[src/osc_clk_regs.svh]
`ifndef OSC_CLK_REGS_SVH
`define OSC_CLK_REGS_SVH

// Monitor-disable position within the system configuration word.
`define MON_DIS_BIT      4
// Free-running cycles without a crystal edge before failure.
`define MON_OVF_CYC      16
`define MON_CNT_W        4

// Strap codes.
`define STRAP_X4         3'h7
`define STRAP_X3         3'h6
`define STRAP_X8         3'h5
`define STRAP_X5         3'h4
`define STRAP_DIRECT     3'h3
`define STRAP_X10        3'h2
`define STRAP_PRESC      3'h1
`define STRAP_X16        3'h0

// VCO multipliers and dividers.
`define VCO_MUL_64       7'h40
`define VCO_MUL_48       7'h30
`define VCO_MUL_40       7'h28
`define DIV_4            3'h4
`define DIV_2            3'h2

// Reference cycles per free-running tick.
`define FREE_DIV_DEF     4
// Bidirectional reset low time in half CPU periods.
`define BIDIR_RST_TCL    1024

`endif

[src/osc_clk_pkg.sv]
package osc_clk_pkg;

    typedef logic [2:0] strap_t;

    typedef enum logic [1:0] {
        SRC_DIRECT = 2'h0,
        SRC_BACKUP = 2'h1,
        SRC_PRESC  = 2'h3,
        SRC_PLL    = 2'h2
    } src_t;

    typedef struct packed {
        logic [6:0] vco_mul;
        logic [2:0] in_div;
        logic [2:0] post_div;
        logic       out_div2;
        logic       bypass;
    } pll_cfg_t;

endpackage

[src/osc_monitor_clock_select.sv]
`timescale 1ns/1ps
`include "osc_clk_regs.svh"

module osc_monitor_clock_select
    import osc_clk_pkg::*;
#(
    parameter int FREE_DIV = `FREE_DIV_DEF,
    parameter int RST_TCL  = `BIDIR_RST_TCL
) (
    // Clock and reset
    input  wire logic     I_REF_CLK,
    input  wire logic     I_RST_B,
    // Straps and configuration
    input  wire logic [2:0] I_STRAP,
    input  wire logic     I_MON_DIS,
    // Crystal and PLL status
    input  wire logic     I_XTAL,
    input  wire logic     I_PLL_UNLOCK,
    // Flag clear and bidirectional reset request
    input  wire logic     I_IRQ_CLR,
    input  wire logic     I_BIDIR_RST_REQ,
    // Reset pin, open drain
    input  wire logic     I_RESET_INPUT_PIN_PIN,
    output logic          O_RESET_INPUT_PIN_OUT,
    output logic          O_RESET_INPUT_PIN_OE,
    // Clock selection
    output src_t          O_CLK_SRC,
    output pll_cfg_t      O_PLL_CFG,
    output logic          O_PLL_ON,
    output logic          O_REF_CONN,
    output logic          O_RESYNC,
    // Monitor status and flags
    output logic          O_MON_ACT,
    output logic [3:0]    O_MON_CNT,
    output logic          O_MON_IRQ,
    output logic          O_UNLOCK_IRQ
);

    ////////////////////////////////////////////////////////////////////////////
    // Strap decoding.
    function automatic pll_cfg_t cfg_of(input strap_t s);
        pll_cfg_t c;
        c = '0;
        unique case (s)
            `STRAP_X4:     c = '{`VCO_MUL_64, `DIV_4, `DIV_4, 1'b0, 1'b0};
            `STRAP_X3:     c = '{`VCO_MUL_48, `DIV_4, `DIV_4, 1'b0, 1'b0};
            `STRAP_X8:     c = '{`VCO_MUL_64, `DIV_4, `DIV_2, 1'b0, 1'b0};
            `STRAP_X5:     c = '{`VCO_MUL_40, `DIV_4, `DIV_2, 1'b0, 1'b0};
            `STRAP_X10:    c = '{`VCO_MUL_40, `DIV_2, `DIV_2, 1'b0, 1'b0};
            `STRAP_X16:    c = '{`VCO_MUL_64, `DIV_2, `DIV_2, 1'b0, 1'b0};
            `STRAP_DIRECT: c = '{7'h00, 3'h0, 3'h0, 1'b0, 1'b1};
            `STRAP_PRESC:  c = '{7'h00, 3'h0, 3'h0, 1'b1, 1'b1};
        endcase
        return c;
    endfunction

    // Multiplication factor F, as count of edges minus one.
    function automatic logic [3:0] fm1_of(input strap_t s);
        logic [3:0] f;
        f = 4'h0;
        unique case (s)
            `STRAP_X4:  f = 4'h3;
            `STRAP_X3:  f = 4'h2;
            `STRAP_X8:  f = 4'h7;
            `STRAP_X5:  f = 4'h4;
            `STRAP_X10: f = 4'h9;
            `STRAP_X16: f = 4'hF;
            `STRAP_DIRECT, `STRAP_PRESC: f = 4'h0;
        endcase
        return f;
    endfunction

    function automatic src_t src_of(input strap_t s);
        src_t r;
        unique case (s)
            `STRAP_DIRECT: r = SRC_DIRECT;
            `STRAP_PRESC:  r = SRC_PRESC;
            default:       r = SRC_PLL;
        endcase
        return r;
    endfunction

    ////////////////////////////////////////////////////////////////////////////
    // Declarations.
    localparam logic [3:0] CNT_LAST = 4'(`MON_OVF_CYC - 1);
    localparam int         DIV_W    = $clog2(FREE_DIV + 1);
    localparam int         RST_W    = $clog2(RST_TCL + 1);

    strap_t           strap_ff;
    logic             xs1_ff;
    logic             xs2_ff;
    logic             xs3_ff;
    logic             xedge;
    logic [DIV_W-1:0] div_ff;
    logic             tick_ff;
    logic             fail_ff;
    logic             counting;
    logic [3:0]       res_ff;
    logic [RST_W-1:0] rst_cnt_ff;
    logic             pll_mode;

    assign xedge    = xs2_ff ^ xs3_ff;
    assign pll_mode = (O_CLK_SRC == SRC_PLL);
    assign counting = O_MON_ACT && !fail_ff;

    ////////////////////////////////////////////////////////////////////////////
    // Strap capture and clock configuration.
    always_ff @(posedge I_REF_CLK) begin
        if (!I_RST_B) begin
            strap_ff  <= I_STRAP;
            O_PLL_CFG <= cfg_of(I_STRAP);
        end
        // Later strap changes are ignored until the next reset.
    end

    always_ff @(posedge I_REF_CLK) begin
        if (!I_RST_B) begin
            O_CLK_SRC <= src_of(I_STRAP);
        end else if (tick_ff && counting && xedge == 1'b0 && O_MON_CNT == CNT_LAST) begin
            O_CLK_SRC <= SRC_BACKUP;
        end
    end

    // Monitoring applies only to the bypass codes.
    always_ff @(posedge I_REF_CLK) begin
        if (!I_RST_B) begin
            O_MON_ACT <= 1'b0;
        end else begin
            O_MON_ACT <= O_PLL_CFG.bypass && !I_MON_DIS && !fail_ff;
        end
    end

    // The PLL runs for multiplication, for monitoring, or as backup.
    always_ff @(posedge I_REF_CLK) begin
        if (!I_RST_B) begin
            O_PLL_ON <= 1'b0;
        end else begin
            O_PLL_ON <= !O_PLL_CFG.bypass || !I_MON_DIS || fail_ff;
        end
    end

    always_ff @(posedge I_REF_CLK) begin
        if (!I_RST_B) begin
            O_REF_CONN <= (src_of(I_STRAP) == SRC_PLL);
        end else if (pll_mode && I_PLL_UNLOCK) begin
            O_REF_CONN <= 1'b0;
        end
    end

    ////////////////////////////////////////////////////////////////////////////
    // Crystal edge synchroniser.
    always_ff @(posedge I_REF_CLK) begin
        if (!I_RST_B) begin
            xs1_ff <= 1'b0;
            xs2_ff <= 1'b0;
            xs3_ff <= 1'b0;
        end else begin
            xs1_ff <= I_XTAL;
            xs2_ff <= xs1_ff;
            xs3_ff <= xs2_ff;
        end
    end

    ////////////////////////////////////////////////////////////////////////////
    // Free-running clock tick.
    always_ff @(posedge I_REF_CLK) begin
        if (!I_RST_B || !O_PLL_ON) begin
            div_ff  <= '0;
            tick_ff <= 1'b0;
        end else if (div_ff == DIV_W'(FREE_DIV - 1)) begin
            div_ff  <= '0;
            tick_ff <= 1'b1;
        end else begin
            div_ff  <= div_ff + 1'b1;
            tick_ff <= 1'b0;
        end
    end

    ////////////////////////////////////////////////////////////////////////////
    // Monitor counter.
    always_ff @(posedge I_REF_CLK) begin
        if (!I_RST_B || !counting) begin
            O_MON_CNT <= 4'h0;
        end else if (xedge) begin
            O_MON_CNT <= 4'h0;
        end else if (tick_ff && O_MON_CNT != CNT_LAST) begin
            O_MON_CNT <= O_MON_CNT + 4'h1;
        end
    end

    always_ff @(posedge I_REF_CLK) begin
        if (!I_RST_B) begin
            fail_ff <= 1'b0;
        end else if (tick_ff && counting && !xedge && O_MON_CNT == CNT_LAST) begin
            fail_ff <= 1'b1;
        end
    end

    ////////////////////////////////////////////////////////////////////////////
    // Interrupt flags; a new event wins over a clear.
    always_ff @(posedge I_REF_CLK) begin
        if (!I_RST_B) begin
            O_MON_IRQ <= 1'b0;
        end else if (tick_ff && counting && !xedge && O_MON_CNT == CNT_LAST) begin
            O_MON_IRQ <= 1'b1;
        end else if (I_IRQ_CLR) begin
            O_MON_IRQ <= 1'b0;
        end
    end

    always_ff @(posedge I_REF_CLK) begin
        if (!I_RST_B) begin
            O_UNLOCK_IRQ <= 1'b0;
        end else if (pll_mode && O_REF_CONN && I_PLL_UNLOCK) begin
            O_UNLOCK_IRQ <= 1'b1;
        end else if (I_IRQ_CLR) begin
            O_UNLOCK_IRQ <= 1'b0;
        end
    end

    ////////////////////////////////////////////////////////////////////////////
    // Resynchronisation pulse on every F-th crystal transition.
    always_ff @(posedge I_REF_CLK) begin
        if (!I_RST_B || !pll_mode || !O_REF_CONN) begin
            res_ff   <= 4'h0;
            O_RESYNC <= 1'b0;
        end else if (xedge && res_ff == fm1_of(strap_ff)) begin
            res_ff   <= 4'h0;
            O_RESYNC <= 1'b1;
        end else begin
            res_ff   <= xedge ? res_ff + 4'h1 : res_ff;
            O_RESYNC <= 1'b0;
        end
    end

    ////////////////////////////////////////////////////////////////////////////
    // Bidirectional reset pin driver; the count survives the reset it causes.
    always_ff @(posedge I_REF_CLK) begin
        if (O_RESET_INPUT_PIN_OE) begin
            rst_cnt_ff <= rst_cnt_ff + 1'b1;
            O_RESET_INPUT_PIN_OE <= rst_cnt_ff != RST_W'(RST_TCL - 1);
        end else if (!I_RST_B) begin
            rst_cnt_ff <= '0;
            O_RESET_INPUT_PIN_OE <= 1'b0;
        end else if (I_BIDIR_RST_REQ && I_RESET_INPUT_PIN_PIN) begin
            rst_cnt_ff <= '0;
            O_RESET_INPUT_PIN_OE <= 1'b1;
        end
    end

    always_ff @(posedge I_REF_CLK) begin
        O_RESET_INPUT_PIN_OUT <= 1'b0;
    end

    ////////////////////////////////////////////////////////////////////////////
    // Checks.
    property p_mon_on;
        @(posedge I_REF_CLK) disable iff (!I_RST_B)
        O_PLL_CFG.bypass && !I_MON_DIS && !fail_ff |=> O_MON_ACT;
    endproperty
    a_mon_on: assert property (p_mon_on) else $error("monitor not enabled");
    property p_count;
        @(posedge I_REF_CLK) disable iff (!I_RST_B)
        counting && tick_ff && !xedge && O_MON_CNT != CNT_LAST
        |=> O_MON_CNT == $past(O_MON_CNT) + 4'h1;
    endproperty
    a_count: assert property (p_count) else $error("counter did not step");
    property p_clear;
        @(posedge I_REF_CLK) disable iff (!I_RST_B)
        xedge |=> O_MON_CNT == 4'h0;
    endproperty
    a_clear: assert property (p_clear) else $error("edge did not clear");
    property p_ovf;
        @(posedge I_REF_CLK) disable iff (!I_RST_B)
        counting && tick_ff && !xedge && O_MON_CNT == CNT_LAST |=> fail_ff && O_MON_IRQ;
    endproperty
    a_ovf: assert property (p_ovf) else $error("overflow missed");
    property p_switch;
        @(posedge I_REF_CLK) disable iff (!I_RST_B)
        $rose(fail_ff) |-> O_CLK_SRC == SRC_BACKUP && O_PLL_ON ##1 !O_MON_ACT;
    endproperty
    a_switch: assert property (p_switch) else $error("no backup switch");
    property p_stay;
        @(posedge I_REF_CLK) disable iff (!I_RST_B)
        O_CLK_SRC == SRC_BACKUP |=> O_CLK_SRC == SRC_BACKUP;
    endproperty
    a_stay: assert property (p_stay) else $error("left backup clock");
    property p_off;
        @(posedge I_REF_CLK) disable iff (!I_RST_B)
        O_PLL_CFG.bypass && I_MON_DIS && !fail_ff |=> !O_PLL_ON;
    endproperty
    a_off: assert property (p_off) else $error("PLL left on");
    property p_mul;
        @(posedge I_REF_CLK) disable iff (!I_RST_B)
        strap_ff == `STRAP_X3 |-> O_PLL_CFG.vco_mul == `VCO_MUL_48
                                  && O_PLL_CFG.post_div == `DIV_4;
    endproperty
    a_mul: assert property (p_mul) else $error("bad multiplier");
    property p_unlock;
        @(posedge I_REF_CLK) disable iff (!I_RST_B)
        pll_mode && O_REF_CONN && I_PLL_UNLOCK |=> !O_REF_CONN && O_UNLOCK_IRQ;
    endproperty
    a_unlock: assert property (p_unlock) else $error("unlock not handled");
    property p_rst_len;
        @(posedge I_REF_CLK)
        $rose(O_RESET_INPUT_PIN_OE) |-> O_RESET_INPUT_PIN_OE[*8];
    endproperty
    a_rst_len: assert property (p_rst_len) else $error("reset pulse short");
    property p_strap;
        @(posedge I_REF_CLK)
        I_RST_B && $past(I_RST_B) |-> $stable(strap_ff);
    endproperty
    a_strap: assert property (p_strap) else $error("strap changed");

endmodule

[config.mk]
export PLATFORM = sky130hd
export DESIGN_NAME = osc_monitor_clock_select
export DESIGN_NICKNAME = d
export VERILOG_FILES = /design/src/osc_clk_pkg.sv /design/src/osc_monitor_clock_select.sv
export VERILOG_INCLUDE_DIRS = /design/src
export SDC_FILE = /design/constraint.sdc
export NUM_CORES = 1
export LEC_CHECK = 0
export BUFFER_PORTS_ARGS = -buffer_cell sky130_fd_sc_hd__buf_2
export CAP_MARGIN = 10
export CELL_PAD_IN_SITES_DETAIL_PLACEMENT = 1
export CELL_PAD_IN_SITES_GLOBAL_PLACEMENT = 2
export CORE_ASPECT_RATIO = 1.4
export CORE_MARGIN = 2
export CORE_UTILIZATION = 33
export CTS_BUF_LIST = sky130_fd_sc_hd__clkbuf_2
export CTS_CLUSTER_SIZE = 40
export DETAILED_ROUTE_END_ITERATION = 8
export GPL_TIMING_DRIVEN = 0
export MAX_ROUTING_LAYER = met4
export PLACE_DENSITY = 0.84
export SYNTH_ARGS = -nofsm -noshare
export SYNTH_HDL_FRONTEND = slang
export SYNTH_SLANG_ARGS = --single-unit
[constraint.sdc]
create_clock -name I_REF_CLK -period 1.7 [get_ports I_REF_CLK]
set_input_delay 0.17 -clock I_REF_CLK [delete_from_list [all_inputs] [get_ports I_REF_CLK]]
set_output_delay 0.17 -clock I_REF_CLK [all_outputs]
set_load 0.05 [all_outputs]
# ---- Yosys cells after proc, flatten, opt, wreduce, memory -nomap -nowiden
# Memories as Yosys holds them, arrays and structs flattened. A register that Yosys moved wholly into a read port is not among the register bits.
# Cells that the tools add are included.
dict set report totals {
  output_inout_bits 29
  reg_bits 52
  mem_bits_ro 112
  mem_count 2
  wordCells 95
}
dict set report classes {
  eq_ne 12
  muxes 19
  add_sub_neg 4
  n_bitwise 2
  n_reduce_logical 35
}
# name words width rd rd_clocked_by_memory_dff write_ports line
set memory_table {}
lappend memory_table {{(no name shown)} 8 10 1 1 0 osc_monitor_clock_select.sv:44} ;# unique case (s)
lappend memory_table {{(no name shown)} 8 4 1 1 0 osc_monitor_clock_select.sv:61} ;# unique case (s)
# cell count
set ops {}
lappend ops {{$mux W11} 3}
lappend ops {{$logic_and A1 B1 Y1} 14}
lappend ops {{$add A11 B1 Y11 const B} 1}
lappend ops {{$ne A11 B10 Y1 const B} 1}
lappend ops {{$logic_not A1 Y1} 10}
lappend ops {{$mux W1} 10}
lappend ops {{$add A4 B1 Y4 const B} 2}
lappend ops {{$eq A3 B2 Y1 const B} 2}
lappend ops {{$logic_or A1 B1 Y1} 6}
lappend ops {{$mux W2} 3}
lappend ops {{$reduce_or A2 Y1} 3}
lappend ops {{$eq A2 B2 Y1 const B} 2}
lappend ops {{$eq A4 B4 Y1} 1}
lappend ops {{$eq A4 B4 Y1 const B} 1}
lappend ops {{$mux W4} 1}
lappend ops {{$ne A2 B1 Y1 const B} 2}
lappend ops {{$ne A4 B4 Y1 const B} 1}
lappend ops {{$pmux W2 S2} 1}
lappend ops {{$reduce_bool A2 Y1} 2}
lappend ops {{$add A3 B1 Y3 const B} 1}
lappend ops {{$eq A3 B1 Y1 const B} 1}
lappend ops {{$mux W3} 1}
lappend ops {{$ne A3 B1 Y1 const B} 1}
lappend ops {{$not A1 Y1} 1}
lappend ops {{$xor A1 B1 Y1} 1}

# ---- Logic depth before layout (Yosys ltp)
dict set report logic_depth {
  depth_word 8
  mapped_depth 4
}

# ---- Worst setup path after synthesis
# Ideal clock, no wire load.
dict set report synth_path {
  path_type {register -> register}
  from {reg O_MON_CNT[0]}
  to {reg O_CLK_SRC[0], enable pin}
  slack_ns -0.096
  arrival_ns 1.496
  required_time_ns 1.400
  path_buffers 0
  stages_incl_launch_ff 5
  cell_sequence {dfxtp_1 > ha_1 > nand4_1 > nor4_1 > nand2b_1}
}
dict set report synth_between {
  elab_chain_len 3
}
# element line
set synth_rtl {}
lappend synth_rtl {{from (decl)} osc_monitor_clock_select.sv:34} ;# output logic [3:0] O_MON_CNT,
lappend synth_rtl {{from (signal assigned)} osc_monitor_clock_select.sv:187} ;# O_MON_CNT <= O_MON_CNT + 4'h1;
lappend synth_rtl {{$eq A4 B4 Y1} osc_monitor_clock_select.sv:119} ;# end else if (tick_ff && counting && xedge == 1'b0 && O_MON_CNT == CNT_LAST) begin
lappend synth_rtl {{$logic_and A1 B1 Y1} osc_monitor_clock_select.sv:119}
lappend synth_rtl {{$ne A2 B1 Y1 (no source line)} --}
lappend synth_rtl {{to (signal assigned)} osc_monitor_clock_select.sv:118} ;# O_CLK_SRC <= src_of(I_STRAP);
lappend synth_rtl {{to (decl)} osc_monitor_clock_select.sv:27} ;# output src_t O_CLK_SRC,
# No other way between the ends.
# A chain may end at the register's enable or synchronous reset.

# ---- Worst setup path in the final report
dict set report layout_path {
  from {reg rst_cnt_ff[0]}
  to {reg O_RESET_INPUT_PIN_OE}
}
dict set report layout_between {
  elab_chain_len 2
}
# element line
set layout_rtl {}
lappend layout_rtl {{from (decl)} osc_monitor_clock_select.sv:99} ;# logic [RST_W-1:0] rst_cnt_ff;
lappend layout_rtl {{from (signal assigned)} osc_monitor_clock_select.sv:240} ;# rst_cnt_ff <= rst_cnt_ff + 1'b1;
lappend layout_rtl {{$ne A11 B10 Y1} osc_monitor_clock_select.sv:241} ;# O_RESET_INPUT_PIN_OE <= rst_cnt_ff != RST_W'(RST_TCL - 1);
lappend layout_rtl {{$mux W1} osc_monitor_clock_select.sv:239} ;# if (O_RESET_INPUT_PIN_OE) begin
lappend layout_rtl {{to (signal assigned)} osc_monitor_clock_select.sv:241}
lappend layout_rtl {{to (decl)} osc_monitor_clock_select.sv:25} ;# output logic O_RESET_INPUT_PIN_OE,
# No other way between the ends.

==> reports/results.md <==
| Item | Value | Unit |
|---|---|---|
| Cell count after synthesis | 197 | - |
| Post-Route WL | 4410 | um |
| Peak clock frequency supported by timing | 619 | MHz |
| Period utilization | 0.950 | - |
| Clock root buffer | sky130_fd_sc_hd__clkbuf_2 | - |
| Number of nets in the layout | 270 | - |
| Sequential area share after synthesis | 0.591 | - |
| Top cell type's share of synthesized area | 0.355 | - |
| Cells taking the most area after synthesis | sky130_fd_sc_hd__edfxtp_1 (35%), sky130_fd_sc_hd__dfxtp_1 (24%), sky130_fd_sc_hd__xor2_1 (3.2%) | - |
| Dominant cell type by area after synthesis | sky130_fd_sc_hd__edfxtp_1 | - |
| Antenna violations before repair | 0 | - |
| Total overflow reported by the global router | 0 | - |
| FILL cells | 738 | - |
| Pre-CTS worst setup slack | -0.253 | ns |
| Total CTS buffers | 5 | - |
| HPWL reported at the end of detailed placement | 3260 | um |
| Per-cell via count in the routed design | 4.97 | - |
| Required @ worst endpoint | 2.07 | ns |
| Clock net sink count | 52 | - |
| H-tree depth | 2 | - |
| Final weighted congestion in routability-driven placement | 0.745 | - |
| Clock tree from TritonCTS | built | - |
| Die Height | 101 | um |
| Area enclosed by the die boundary | 7350 | sq um |
| Via count of the first global-routing pass | 1,643 | - |
| Worst-case vdd ir drop | 0.413 | mV |
| Final critical path time including I/O delays and setup | 1.61 | ns |
| Slew Limit Headroom | 0.578 | - |
| FF-to-FF Start | rst_cnt_ff[0]$_SDFFCE_PN0P_ | - |
| Total routing usage reported by global routing | 0.131 | - |
| Smallest hold slack | 0.234 | ns |
| Layout Area Growth over Synthesis | 21.8 | % |
| Startpoint type of the worst setup path | flip-flop | - |
| Wire length per cell after detailed routing | 13.4 | um |
| Worst-case clock skew | 0.0141 | ns |
| Kind of path behind the tightest hold check | in -> reg | - |
| Violation count after the first detailed-routing iteration | 51 | - |
| Crit path buffers/inverters | 0 | - |
| Crit end category | flip-flop | - |
| Min-Delay Startpoint | I_RST_B | - |
| Leakage | 1.06 | nW |
| Fraction of final layout cells sized beyond drive strength 1 | 0.239 | - |
| Number of enable-type register cells in the synthesized netlist | 26 | - |
| Unique cell type count in the Yosys netlist | 40 | - |
| Antenna fix cells | 0 | - |
| Number of flip-flops and latches in the synthesized netlist | 52 | - |
| Max-capacitance violation count | 0 | - |
| Hold Path Cell Cnt | 3 | - |
| Critical path's top delay family | simple AND/OR/NAND/NOR gates | - |
| Synthesized area | 2200 | sq um |
| Run status | finished clean | - |
| I/O pins | 40 | - |
| Detailed-router iteration count before antenna repair | 4 | - |
| Fin worst setup slack | 0.0855 | ns |
| Critical path cell sequence | ha_4 > nand4_4 > or4_4 > a32o_1 | - |
| CORE AREA | 6530 | sq um |
| Most common library cells after synthesis | sky130_fd_sc_hd__dfxtp_1 (26), sky130_fd_sc_hd__edfxtp_1 (26), sky130_fd_sc_hd__nor2_1 (15) | - |
| Total vias in the final route | 1,636 | - |
| Final Hold Viols | 0 | - |
| Source-to-sink clock delay at the later pin of the worst-skew pair | 0.44 | ns |
| DRC violation count after routing | 0 | - |
| Top FF cell, synth | sky130_fd_sc_hd__edfxtp_1 | - |
| Worst-path clk slew | 0.24 | ns |
| Largest net degree at the start of global routing | 17 | - |
| Critical Path AT | 1.99 | ns |
| Slowest Stage Delay on Critical Path | 0.51 | ns |
| Total design power | 2.82 | mW |
| Slowest cell on crit path | sky130_fd_sc_hd__or4_4 | - |
| Wire length of the first global-routing pass | 7300 | um |
| Count of port buffers added during placement | 32 | - |
| ANT nets after route | 0 | - |
| Cell area after placement | 2480 | sq um |
| Horizontal die dimension | 73.0 | um |
| WS Path Type | reg -> reg | - |
| Final count of pins violating max slew | 0 | - |
| Yosys warning count | 0 | - |
| Summed area of non-filler cells in the final layout | 2680 | sq um |
| Initial core utilization | 0.337 | - |
| Share of synthesized flip-flops with an asynchronous set or reset | 0 | - |
| Average footprint of a synthesized cell | 11.2 | sq um |
| Hold endpoint | res_ff[0]$_SDFFE_PP0P_ | - |
| Total power per unit cell area | 1050 | nW/um^2 |
| Slack of the worst reg-to-reg path | 0.09 | ns |
| Slew @ Worst Pin | 0.632 | ns |
| Depth of the worst register-to-register path | 4 | - |
| Setup violators final | 0 | - |
| Worst R2R End | O_RESET_INPUT_PIN_OE$_DFF_P_ | - |
| Peak fanout along the critical path | 6 | - |
| Standard-cell row count | 35 | - |
| Max Root-Sink Buffers | 2 | - |
==> stage by stage <==
stage	utilization	std cells	TNS (ns)
3_3_place_gp	0.379	308	-2.82
2_1_floorplan	-	202	0
3_5_place_dp	0.379	308	-2.78
5_1_grt	0.411	329	-0.0277
6_report	0.411	329	0
4_1_cts	0.400	325	0
==> cell usage in the layout (no fill, tap or decap), drive strengths merged, types with 2 or more instances in the layout <==
cell type	netlist	layout
a221oi	3	3
and3	2	2
buf	7	42
or4	4	4
dfxtp	26	26
inv	12	12
conb	1	6
a211oi	2	2
mux2i	3	3
or3	6	6
nor4	2	2
edfxtp	26	26
nand4	4	4
xnor2	4	4
o21a	2	2
and2	7	7
nor3	2	2
xor2	8	8
nand2	12	12
a21oi	10	10
nand2b	3	3
dlygate4sd3	0	10
nand3	6	6
o31ai	3	3
nand3b	2	2
clkinv	1	2
clkbuf	2	8
nor2b	3	3
o21ai	8	8
nor2	15	15
ha	5	5
==> where the power goes <==
group / switching, mW / internal, mW
Sequential: 0.161 / 1.54
Combinational: 0.395 / 0.247
Clock: 0.379 / 0.102
==> tightest hold or removal path, stage by stage <==
cell                       delay, ns
sky130_fd_sc_hd__clkbuf_1       0.23
sky130_fd_sc_hd__nand3_2        0.20
sky130_fd_sc_hd__a211oi_1       0.06
==> routing by layer <==
metal	vias up	track usage	wire, um
met3	6	0.0300	147
met2	31	0.226	2360
li1	805	-	-
met1	794	0.144	1830
met4	0	0.0541	80
met5	-	-	0
==> how the worst max path moves through the flow <==
stage	startpoint	endpoint	slack, ns	cells after the start
final	rst_cnt_ff[0]$_SDFFCE_PN0P_	O_RESET_INPUT_PIN_OE$_DFF_P_	0.09	4
after global routing	O_MON_CNT[0]$_SDFFE_PP0P_	O_CLK_SRC[0]$_SDFFCE_PP1P_	-0.01	4
after CTS	rst_cnt_ff[0]$_SDFFCE_PN0P_	O_RESET_INPUT_PIN_OE$_DFF_P_	0.002	4
after detailed placement	I_RST_B	rst_cnt_ff[5]$_SDFFCE_PN0P_	-0.25	4
after global placement	I_RST_B	rst_cnt_ff[1]$_SDFFCE_PN0P_	-0.26	4
after floorplan	O_MON_CNT[0]$_SDFFE_PP0P_	O_CLK_SRC[0]$_SDFFCE_PP1P_	0.10	4
==> cell type report <==
cell class / count / area [sq um] / area share
buffer: 9 / 60.1 / 0.0224
clock buffer: 6 / 30.0 / 0.0112
clock inverter: 2 / 11.3 / 0.00420
inverter: 13 / 48.8 / 0.0182
multi-input combinational: 128 / 853 / 0.318
sequential: 52 / 1300 / 0.486
tap: 74 / 92.6 / 0.0345
timing repair buffer: 45 / 283 / 0.105
==> cell families after synthesis <==
logic type,synth area share
flops,0.591
buf+inv,0.0494
compound gates,0.0909
fa+ha+maj,0.0284
mux,0.0136
simple gates,0.177
xor+xnor,0.0477
other cells,0.00170
==> timing repair <==
item	in CTS	in global routing
buffers inserted	0	3
hold buffers	9	1
resized for setup	0	7
setup endpoints to repair	0	7
hold endpoints to repair	8	1
==> flip-flops by register name (all words and copies together), names as in the netlist, named ones only <==
| name | count |
|---|---|
| xs1_ff | 1 |
| O_PLL_CFG | 10 |
| div_ff | 3 |
| O_CLK_SRC | 2 |
| xs2_ff | 1 |
| strap_ff | 2 |
| tick_ff | 1 |
| O_PLL_ON | 1 |
| res_ff | 4 |
| O_RESET_INPUT_PIN_OE | 1 |
| xs3_ff | 1 |
| fail_ff | 1 |
| O_MON_ACT | 1 |
| O_MON_CNT | 4 |
| rst_cnt_ff | 11 |
| O_UNLOCK_IRQ | 1 |
| O_MON_IRQ | 1 |
| O_RESYNC | 1 |
| O_REF_CONN | 1 |
(Power assumes the default switching activity.)
